===== src/design/tcr_pkg.sv =====
// package for the timer control and reload block
// assumes an sfr-style byte access port with one-cycle read/write strobes
//
// Function
// - high byte rolling from ff to 00 sets the high overflow flag
// - in 16-bit mode a ffff to 0000 wrap sets the high overflow flag
// - high overflow flag set raises interrupt when core timer interrupt enabled
// - overflow flags are never cleared by hardware, only by software writes
// - low byte rollover sets the low overflow flag in every mode
// - low overflow with low irq enable and core enable requests interrupt
// - capture enable: capture event copies count to reload pair and interrupts
// - split bit 0 gives one 16-bit auto-reload, 1 gives two 8-bit
// - run control gates counting; in split mode only the high byte
// - select 00, 10, 11 choose external clock and capture trigger sources
// - in split mode select applies to both bytes, per-byte choice still applies
// - external clock sources are synchronised to the system clock before use
// - reload low byte is loaded into count low byte in auto-reload
// - in capture mode reload low byte holds captured count low byte
// - reload high byte holds reload or captured high byte
// - count bytes form 16-bit count, or two independent 8-bit counts
package tcr_pkg;
    localparam logic [7:0] TCR_CTRL_ADDR = 8'h91;
    localparam logic [7:0] TCR_RLL_ADDR = 8'h92;
    localparam logic [7:0] TCR_RLH_ADDR = 8'h93;
    localparam logic [7:0] TCR_CNTL_ADDR = 8'h94;
    localparam logic [7:0] TCR_CNTH_ADDR = 8'h95;
    localparam logic [7:0] TCR_CTRL_RESET = 8'h00;
    localparam logic [7:0] TCR_RL_RESET = 8'h00;
    localparam logic [7:0] TCR_CNT_RESET = 8'h00;
    localparam int TCR_HOF_BIT = 7;
    localparam int TCR_LOF_BIT = 6;
    localparam int TCR_LIE_BIT = 5;
    localparam int TCR_CAP_BIT = 4;
    localparam int TCR_SPLIT_BIT = 3;
    localparam int TCR_RUN_BIT = 2;
    localparam logic [3:0] TCR_DIV12_LAST = 4'hb;
    localparam logic [1:0] TCR_XSEL_SYS12_RTC = 2'h0;
    localparam logic [1:0] TCR_XSEL_SYS12_XO8 = 2'h2;
    localparam logic [1:0] TCR_XSEL_RTC_XO8 = 2'h3;

    // register access strobe from the core
    typedef struct packed {
        logic wr;
        logic rd;
        logic [7:0] addr;
        logic [7:0] wdata;
    } tcr_sfr_req_t;
endpackage


===== src/design/tcr_timer.sv =====
// timer control, reload and capture logic with its count bytes
// assumes rtc and external oscillator /8 arrive asynchronous as levels
`timescale 1ns/100ps
module tcr_timer (
    // clock and reset
    input wire logic core_clk,
    input wire logic rst,
    // register access
    input wire tcr_pkg::tcr_sfr_req_t sfr_req,
    output logic [7:0] sfr_rdata,
    // core side
    input wire logic core_timer_irq_enable,
    input wire logic high_byte_clock_choice,
    input wire logic low_byte_clock_choice,
    output logic timer_irq,
    // asynchronous clock sources
    input wire logic rtc_clk_in,
    input wire logic ext_osc_div8_in
);
    logic [7:0] ctrl_q;
    logic [7:0] rll_q;
    logic [7:0] rlh_q;
    logic [7:0] cntl_q;
    logic [7:0] cnth_q;
    logic [7:0] rdata_q;
    logic irq_q;
    logic [3:0] div_q;
    logic [2:0] rtc_sync_q;
    logic [2:0] xo_sync_q;
    logic rtc_lvl_q;
    logic xo_lvl_q;

    // three-stage synchronisers, change accepted when stages 2 and 3 agree
    always_ff @(posedge core_clk or posedge rst) begin
        if (rst) begin
            rtc_sync_q <= 3'h0;
            xo_sync_q <= 3'h0;
        end else begin
            rtc_sync_q <= {rtc_sync_q[1:0], rtc_clk_in};
            xo_sync_q <= {xo_sync_q[1:0], ext_osc_div8_in};
        end
    end

    always_ff @(posedge core_clk or posedge rst) begin
        if (rst) begin
            rtc_lvl_q <= 1'b0;
            xo_lvl_q <= 1'b0;
        end else begin
            if (rtc_sync_q[1] == rtc_sync_q[2]) begin
                rtc_lvl_q <= rtc_sync_q[2];
            end
            if (xo_sync_q[1] == xo_sync_q[2]) begin
                xo_lvl_q <= xo_sync_q[2];
            end
        end
    end

    logic rtc_rise;
    logic xo_rise;
    assign rtc_rise = (rtc_sync_q[1] == rtc_sync_q[2]) && rtc_sync_q[2] && !rtc_lvl_q;
    assign xo_rise = (xo_sync_q[1] == xo_sync_q[2]) && xo_sync_q[2] && !xo_lvl_q;

    // system clock divided by 12
    always_ff @(posedge core_clk or posedge rst) begin
        if (rst) begin
            div_q <= 4'h0;
        end else if (div_q == tcr_pkg::TCR_DIV12_LAST) begin
            div_q <= 4'h0;
        end else begin
            div_q <= div_q + 4'h1;
        end
    end

    logic div12_tick;
    assign div12_tick = (div_q == tcr_pkg::TCR_DIV12_LAST);

    // external clock and capture trigger select
    logic ext_tick;
    logic cap_tick;
    always_comb begin
        case (ctrl_q[1:0])
            tcr_pkg::TCR_XSEL_SYS12_XO8: begin
                ext_tick = div12_tick;
                cap_tick = xo_rise;
            end
            tcr_pkg::TCR_XSEL_RTC_XO8: begin
                ext_tick = rtc_rise;
                cap_tick = xo_rise;
            end
            default: begin
                ext_tick = div12_tick;
                cap_tick = rtc_rise;
            end
        endcase
    end

    logic split;
    logic run;
    logic cap_en;
    logic lo_tick;
    logic hi_tick;
    assign split = ctrl_q[tcr_pkg::TCR_SPLIT_BIT];
    assign run = ctrl_q[tcr_pkg::TCR_RUN_BIT];
    assign cap_en = ctrl_q[tcr_pkg::TCR_CAP_BIT];
    // per-byte choice between external tick and system clock
    assign lo_tick = low_byte_clock_choice ? 1'b1 : ext_tick;
    assign hi_tick = high_byte_clock_choice ? 1'b1 : ext_tick;

    logic lo_inc;
    logic hi_inc;
    logic lo_ovf;
    logic hi_ovf;
    logic cap_evt;
    always_comb begin
        if (split) begin
            lo_inc = lo_tick;
            hi_inc = run && hi_tick;
        end else begin
            lo_inc = run && lo_tick;
            hi_inc = 1'b0;
        end
        lo_ovf = lo_inc && (cntl_q == 8'hff);
        if (split) begin
            hi_ovf = hi_inc && (cnth_q == 8'hff);
        end else begin
            hi_ovf = lo_ovf && (cnth_q == 8'hff);
        end
        cap_evt = cap_en && cap_tick;
    end

    logic wr_ctrl;
    logic wr_rll;
    logic wr_rlh;
    logic wr_cntl;
    logic wr_cnth;
    assign wr_ctrl = sfr_req.wr && (sfr_req.addr == tcr_pkg::TCR_CTRL_ADDR);
    assign wr_rll = sfr_req.wr && (sfr_req.addr == tcr_pkg::TCR_RLL_ADDR);
    assign wr_rlh = sfr_req.wr && (sfr_req.addr == tcr_pkg::TCR_RLH_ADDR);
    assign wr_cntl = sfr_req.wr && (sfr_req.addr == tcr_pkg::TCR_CNTL_ADDR);
    assign wr_cnth = sfr_req.wr && (sfr_req.addr == tcr_pkg::TCR_CNTH_ADDR);

    // control register; flags set by hardware win over software clear
    always_ff @(posedge core_clk or posedge rst) begin
        if (rst) begin
            ctrl_q <= tcr_pkg::TCR_CTRL_RESET;
        end else begin
            if (wr_ctrl) begin
                ctrl_q <= sfr_req.wdata;
            end
            if (hi_ovf) begin
                ctrl_q[tcr_pkg::TCR_HOF_BIT] <= 1'b1;
            end
            if (lo_ovf) begin
                ctrl_q[tcr_pkg::TCR_LOF_BIT] <= 1'b1;
            end
        end
    end

    // reload pair, captured on capture events
    always_ff @(posedge core_clk or posedge rst) begin
        if (rst) begin
            rll_q <= tcr_pkg::TCR_RL_RESET;
            rlh_q <= tcr_pkg::TCR_RL_RESET;
        end else if (cap_evt) begin
            rll_q <= cntl_q;
            rlh_q <= cnth_q;
        end else begin
            if (wr_rll) begin
                rll_q <= sfr_req.wdata;
            end
            if (wr_rlh) begin
                rlh_q <= sfr_req.wdata;
            end
        end
    end

    // count bytes with auto-reload; no reload while capturing
    // 16-bit mode: low byte only carries into the high byte until the full wrap
    always_ff @(posedge core_clk or posedge rst) begin
        if (rst) begin
            cntl_q <= tcr_pkg::TCR_CNT_RESET;
        end else if (wr_cntl) begin
            cntl_q <= sfr_req.wdata;
        end else if ((split ? lo_ovf : hi_ovf) && !cap_en) begin
            cntl_q <= rll_q;
        end else if (lo_inc) begin
            cntl_q <= cntl_q + 8'h01;
        end
    end

    always_ff @(posedge core_clk or posedge rst) begin
        if (rst) begin
            cnth_q <= tcr_pkg::TCR_CNT_RESET;
        end else if (wr_cnth) begin
            cnth_q <= sfr_req.wdata;
        end else if (hi_ovf && !cap_en) begin
            cnth_q <= rlh_q;
        end else if (split ? hi_inc : lo_ovf) begin
            cnth_q <= cnth_q + 8'h01;
        end
    end

    // interrupt request level follows the pending sources
    logic hof_now;
    logic lof_now;
    assign hof_now = ctrl_q[tcr_pkg::TCR_HOF_BIT] || hi_ovf;
    assign lof_now = (ctrl_q[tcr_pkg::TCR_LOF_BIT] || lo_ovf) && ctrl_q[tcr_pkg::TCR_LIE_BIT];
    always_ff @(posedge core_clk or posedge rst) begin
        if (rst) begin
            irq_q <= 1'b0;
        end else begin
            irq_q <= core_timer_irq_enable && (hof_now || lof_now || cap_evt);
        end
    end
    assign timer_irq = irq_q;

    // registered read data
    always_ff @(posedge core_clk or posedge rst) begin
        if (rst) begin
            rdata_q <= 8'h00;
        end else if (sfr_req.rd) begin
            case (sfr_req.addr)
                tcr_pkg::TCR_CTRL_ADDR: rdata_q <= ctrl_q;
                tcr_pkg::TCR_RLL_ADDR: rdata_q <= rll_q;
                tcr_pkg::TCR_RLH_ADDR: rdata_q <= rlh_q;
                tcr_pkg::TCR_CNTL_ADDR: rdata_q <= cntl_q;
                tcr_pkg::TCR_CNTH_ADDR: rdata_q <= cnth_q;
                default: rdata_q <= 8'h00;
            endcase
        end
    end
    assign sfr_rdata = rdata_q;
endmodule


===== config.mk =====
export PLATFORM = sky130hd
export DESIGN_NAME = tcr_timer
export DESIGN_NICKNAME = d
export VERILOG_FILES = /design/src/design/tcr_pkg.sv /design/src/design/tcr_timer.sv
export SDC_FILE = /design/constraint.sdc
export NUM_CORES = 1
export LEC_CHECK = 0
export BUFFER_PORTS_ARGS = -buffer_cell sky130_fd_sc_hd__buf_2
export CAP_MARGIN = 20
export CELL_PAD_IN_SITES_DETAIL_PLACEMENT = 1
export CELL_PAD_IN_SITES_GLOBAL_PLACEMENT = 1
export CORE_AREA = 5 5 93 95
export CTS_CLUSTER_DIAMETER = 60
export CTS_CLUSTER_SIZE = 25
export DETAILED_ROUTE_END_ITERATION = 16
export DIE_AREA = 0 0 98 100
export PLACE_DENSITY = 0.79
export SYNTH_ARGS = -nofsm -noshare
export SYNTH_HDL_FRONTEND = slang
export SYNTH_SLANG_ARGS = --single-unit

===== constraint.sdc =====
create_clock -name core_clk -period 2.95 [get_ports core_clk]
set_input_delay 0 -clock core_clk [delete_from_list [all_inputs] [get_ports core_clk]]
set_output_delay 0 -clock core_clk [all_outputs]
set_load 0.05 [all_outputs]

==> results.yml, run 1 <==
hold_path:
  holdCritStartpoint: "sfr_req[6]"
  hp-class: "in -> reg"
  worstHoldPathCells: 3
  worstHoldEndpoint: "rll_q[6]"
logic_synthesis:
  ys_warn_count: 0
  ys_types: 58
  ys_seq_elements: 61
  syn_inst: 353
  synth_top_area_share_pct: 44.3
  async_flop_share_pct: 100
  yosysSeqAreaShare_pct: 44.3
  ys.flop_type: "dfrtp_1"
  synth_edf_count: 0
  synth_nets: 383
  syn_area_um2: 3450
  yosysTopAreaCell: "dfrtp_1"
  post_synth.cell_area_avg_um2: 9.76
  synthTopCellsByArea: "dfrtp_1 44%, mux2i_1 8.4%, nand2_1 5.7%"
detailed_routing:
  wire_per_inst_um: 19.9
  via_count: 2992
  drc: 0
  dr.pass1.iters: 4
  wirelength_mm: 10.1
  via_per_inst: 5.92
  ant_nets: 0
  drt_iter0_drc: 146
layout:
  layout-drive-gt1-share_pct: 22.1
  fin_nets: 428
  diodes: 0
  fin_util_pct: 52.8
  syn_to_final_growth_pct: 17.2
  final_common_cell: "dfrtp_1"
  layout_common_cells: "61 x dfrtp_1, 52 x nand2_1, 33 x o21ai_0, 33 x buf_2, 29 x mux2i_1"
timing:
  period_share_pct: 83.7
  rsz0062_at_grt: "no"
  hold_ws_ns: 0.0118
  period_minus_slack_ns: 2.47
  drv_slew: 0
  hold_viol: 0
  worst_pin_slew_ns: 0.801
  relSlewSlack_pct: 46.5
  timing.setup.tns_ns: 0
  setup_viol: 0
  finClkSkew_ns: 0.00641
  clock.fmax_mhz: 405
worst_setup_path:
  r2r-end: "cntl_q[5]"
  r2r_slack_ns: 0.48
  cp-start-kind: "register"
  reg2reg_depth: 6
  critical_path_class: "reg -> reg"
  crit_path_end_kind: "register"
  path_max_fanout: 6
  reg2reg_from: "cntl_q[0]"
  worstPathRequired_ns: 3.19
  cp_data_arrival_time_ns: 2.71
floorplanning:
  core_area_um2: 7650
  rows: 32
  initial_core_util_pct: 45.1
  die_h_um: 100
  ios: 34
  die-area_um2: 9800
  dieWidth_um: 98
placement:
  place_hpwl_mm: 7.20
  port_buffers: 33
  gp_congestion: 0.868
power:
  leakage_nw: 1.72
  seqPwrFrac_pct: 48.7
  clock_power_share_pct: 34.5
  combinationalPowerShare_pct: 16.9
  ir_drop_mv: 0.260
  power.switching_mw: 0.741
  intPower_mw: 1.55
  swShare_pct: 32.3
  p_per_area_nw_per_um2: 568
grt:
  grt_antenna_before_repair: 0
  grt_pass1_vias: 3132
  grt_use_total_pct: 21.8
  gr-total-overflow: 0
  grt_pass1_wl_mm: 16.8
  grt_start_max_net_pins: 39
cts:
  cts-buffers-inserted: 9
  cts_max_level: 3
  clkLatencyLatePin_ns: 0.35
  clkSinkCount: 61
  cts_tree: "yes"
  clockBufferDepth: 2
  path_clk_slew_ns: 0.07
  post_cts_buffers: 0
  cts_root_buf: "clkbuf_8"
run_status:
  outcome: "completed"
job:
  cap_violations: 0
==> critical path, stage by stage (launching register included) <==
cell and delay [ns]:
dfrtp_1 0.44, ha_1 0.26, nand3_1 0.14, or3_4 0.37, or3_1 0.49, mux2_4 0.34
a221o_1 0.31
==> cell families (layout without fill, tap and decap cells) <==
family / after synthesis / after routing / share of synthesized area, %
multiplexers: 45 / 45 / 13.9
flip-flops: 61 / 61 / 44.3
buffers and inverters: 23 / 73 / 3.19
AND/OR/NAND/NOR: 125 / 125 / 18.6
XOR/XNOR: 10 / 10 / 2.54
AO/OA/AOI/OAI: 84 / 84 / 15.7
adder cells (fa/ha/maj): 5 / 5 / 1.82
==> stage by stage <==
step | area, µm² | worst slack [ns] | cells | total power [mW]
6_report | 4040 | 0.480 | 505 | 2.29
5_1_grt | 4040 | 0.379 | 505 | 2.41
4_1_cts | 4040 | 0.459 | 505 | 2.30
3_5_place_dp | 3720 | 0.492 | 478 | 1.50
3_3_place_gp | 3720 | 0.599 | 478 | 1.47
2_1_floorplan | 3450 | 0.696 | 353 | 1.38
==> how the worst max path moves through the flow <==
stage / start / to / slack, ns
2_1_floorplan: cntl_q[0] / cntl_q[5] / 0.70
3_3_place_gp: cntl_q[0] / cntl_q[5] / 0.60
3_5_place_dp: div_q[0] / cntl_q[7] / 0.49
4_1_cts: div_q[0] / cntl_q[5] / 0.46
5_1_grt: div_q[0] / cntl_q[5] / 0.38
6_report: cntl_q[0] / cntl_q[5] / 0.48
==> timing repair <==
action	CTS	global route
endpoints found under the hold margin	53	0
hold buffers	11	0
resized for setup	0	0
==> metal layers <==
layer	part of all wire [%]	GRT usage [%]
met1	43	27.9
met2	50	36.7
met3	5.5	2.99
met4	1.8	10.3
met5	0	0
==> power groups by stage <==
stage,Clock (mW),Sequential (mW),Combinational (mW)
6_report,0.791,1.12,0.387
5_1_grt,0.846,1.13,0.429
4_1_cts,0.798,1.11,0.389
3_5_place_dp,0,1.12,0.374
3_3_place_gp,0,1.11,0.355
2_1_floorplan,0,1.08,0.293
==> cell type report <==
cell class	count	area [µm²]
multi-input combinational	269	1820
tap	102	128
clock buffer	10	138
timing repair buffer	53	343
inverter	4	15.0
fill	883	3610
clock inverter	6	70.1
sequential	61	1530
==> registers in the layout (all words and copies together) (netlist names) <==
signal	count
cnth_q	8
cntl_q	8
ctrl_q	8
div_q	4
rlh_q	8
rll_q	8
rtc_lvl_q	1
rtc_sync_q	3
sfr_rdata	8
timer_irq	1
xo_lvl_q	1
xo_sync_q	3
==> Yosys cell counts (3+ instances only) <==
master	number
a211oi_1	6
a21oi_1	4
a22oi_1	10
a31oi_1	12
and2_1	3
and3_1	3
buf_6	3
clkbuf_1	15
dfrtp_1	61
ha_1	5
inv_1	4
mux2_2	14
mux2i_1	29
nand2_1	52
nand3_1	8
nor2_1	26
nor3_1	6
o21ai_0	33
xnor2_1	6
xor2_1	4
(Power assumes the default switching activity.)
==> run 2: changes to the inputs <==
==> constraint.sdc (replaced) <==
create_clock -name core_clk -period 2.4 [get_ports core_clk]
set_input_delay 0 -clock core_clk [delete_from_list [all_inputs] [get_ports core_clk]]
set_output_delay 0 -clock core_clk [all_outputs]
set_load 0.05 [all_outputs]
==> run 2 against run 1 <==
First-iteration DRC count decreased by 0.68%. Design area grew 1.8%. Count of clock-buffer cells in the layout rose by 5. Power grew 21%. Largest power group unchanged. Clock skew about the same. Via count up 0.57%. Final cell count grew 2.8%. Register-to-register slack worse by 0.38 ns. Die area is the same. Maximum frequency up 7.6%.
==> results.yml, run 2 (synthesis results as in run 1) <==
cts:
  clockBufferDepth: 2
  clkLatencyLatePin_ns: 0.35
  clkSinkCount: 61
  post_cts_buffers: 0
  cts_tree: "yes"
  cts_root_buf: "clkbuf_8"
  path_clk_slew_ns: 0.07
  cts_max_level: 3
  cts-buffers-inserted: 9
timing:
  period_share_pct: 95.6
  worst_slack_ns: 0.104
  relSlewSlack_pct: 57.7
  timing.setup.tns_ns: 0
  worst_pin_slew_ns: 0.632
  drv_slew: 0
  hold_ws_ns: 0.0172
  hold_viol: 0
  clock.fmax_mhz: 436
  finClkSkew_ns: 0.00688
  period_minus_slack_ns: 2.30
  rsz0062_at_grt: "no"
  setup_viol: 0
detailed_routing:
  wirelength_mm: 10.4
  wire_per_inst_um: 20.1
  ant_nets: 0
  drt-met1-wl_mm: 4.63
  drc: 0
  via_count: 3009
  met2_length_mm: 5.11
  top_layer: "met4"
  met3_length_um: 419
  via_per_inst: 5.80
  drt_iter0_drc: 145
  dr.pass1.iters: 4
layout:
  fin_nets: 442
  n_fill_cell: 896
  layout_common_cells: "61 x dfrtp_1, 52 x nand2_1, 33 x o21ai_0, 33 x buf_2, 29 x mux2i_1"
  fin_cells: 519
  multiInputGateArea_um2: 1830
  final_area_um2: 4110
  layout-drive-gt1-share_pct: 24.5
  seqCellArea_um2: 1530
  syn_to_final_growth_pct: 19.4
  diodes: 0
  fin_util_pct: 53.8
  final_common_cell: "dfrtp_1"
worst_setup_path:
  path_cells: "ha_1, nand3_1, or3_4, or3_4, mux2_4, a221o_1"
  crit_path_end_kind: "register"
  slowest_stage: "or3_4"
  cp_slowest_stage_delay_ns: 0.43
  worstPathRequired_ns: 2.63
  critPathTopFamily: "simple AND/OR/NAND/NOR gates"
  critPathBufInv: 0
  cp_data_arrival_time_ns: 2.52
  crit_path_frequent_cell: "or3_4"
  critical_path_class: "reg -> reg"
  path_max_fanout: 4
  cp-start-kind: "register"
placement:
  pre_cts_slack_ns: 0.0500
  gp_congestion: 0.861
  dp_cells: 493
  place_area_um2: 3830
  port_buffers: 33
  place_hpwl_mm: 7.51
run_status:
  outcome: "completed"
power:
  p_per_area_nw_per_um2: 675
  power.switching_mw: 0.895
  seqPwrFrac_pct: 47.6
  combinationalPowerShare_pct: 22.1
  swShare_pct: 32.2
  clock_power_share_pct: 30.4
  ir_drop_mv: 0.345
  intPower_mw: 1.88
  power_mw: 2.78
  leakage_nw: 1.78
grt:
  grt_pass1_wl_mm: 17.5
  grt_antenna_before_repair: 0
  gr-total-overflow: 0
  grt_pass1_vias: 3343
  grt_start_max_net_pins: 39
  grt_use_total_pct: 22.7
floorplanning:
  rows: 32
  die-area_um2: 9800
  dieWidth_um: 98
  die_h_um: 100
  initial_core_util_pct: 45.1
  ios: 34
  core_area_um2: 7650
job:
  cap_violations: 0
hold_path:
  hp-class: "in -> reg"
==> run 2: cell count changes in the layout (fill, tap and decap cells not counted), moves of 2 or more <==
| cell | change |
|---|---|
| buf_4 | +15 |
| clkinvlp_4 | -3 |
| inv_6 | -2 |
| clkbuf_1 | +4 |
==> run 2: final timing paths <==
kind / end / cells past startpoint / start / slack [ns]
worst max-delay path: cntl_q[7] / 6 / cntl_q[0] / 0.10
worst max register to register: cntl_q[7] / 6 / cntl_q[0] / 0.10
max in group asynchronous: cnth_q[0] / 4 / rst / 1.69
worst min register to register: xo_sync_q[1] / 0 / xo_sync_q[0] / 0.35
min in group asynchronous: div_q[3] / 4 / rst / 0.25
worst min-delay path: rll_q[6] / 3 / sfr_req[6] / 0.02
==> run 2: layout make-up <==
cell class	count	area share, %
multi-input cells	269	44.4
repair buffers	67	10.8
flip-flops and latches	61	37.1
clock inverters	1	0.122
clock buffers	15	4.05
well taps	102	3.10
inverters	4	0.365
==> run 2: timing repair <==
action                                 4_1_cts  5_1_grt
gates resized for setup                      0        2
endpoints found under the hold margin       79        0
hold buffers                                10        0
setup endpoints to repair                    0        2
==> run 2: power by group through the flow <==
| stage | Sequential (mW) | Combinational [mW] | Clock [mW] |
|---|---|---|---|
| after global routing | 1.33 | 0.679 | 0.908 |
| after detailed placement | 1.33 | 0.585 | 0 |
| after CTS | 1.32 | 0.609 | 0.855 |
| final | 1.32 | 0.613 | 0.844 |
| after floorplan | 1.33 | 0.360 | 0 |
| after global placement | 1.32 | 0.562 | 0 |
==> run 2: layer usage <==
layer,vias to the layer above,GRT usage [%]
met3,19,3.41
met1,1524,28.7
met4,0,10.5
met2,65,38.6
li1,1401,-
met5,-,0
==> run 2: worst register-to-register path, cell delays in order, from the launching register on <==
cell and delay [ns]:
dfrtp_1 0.36, ha_1 0.21, nand3_1 0.16, or3_4 0.38
or3_4 0.43, mux2_4 0.31, a221o_1 0.33
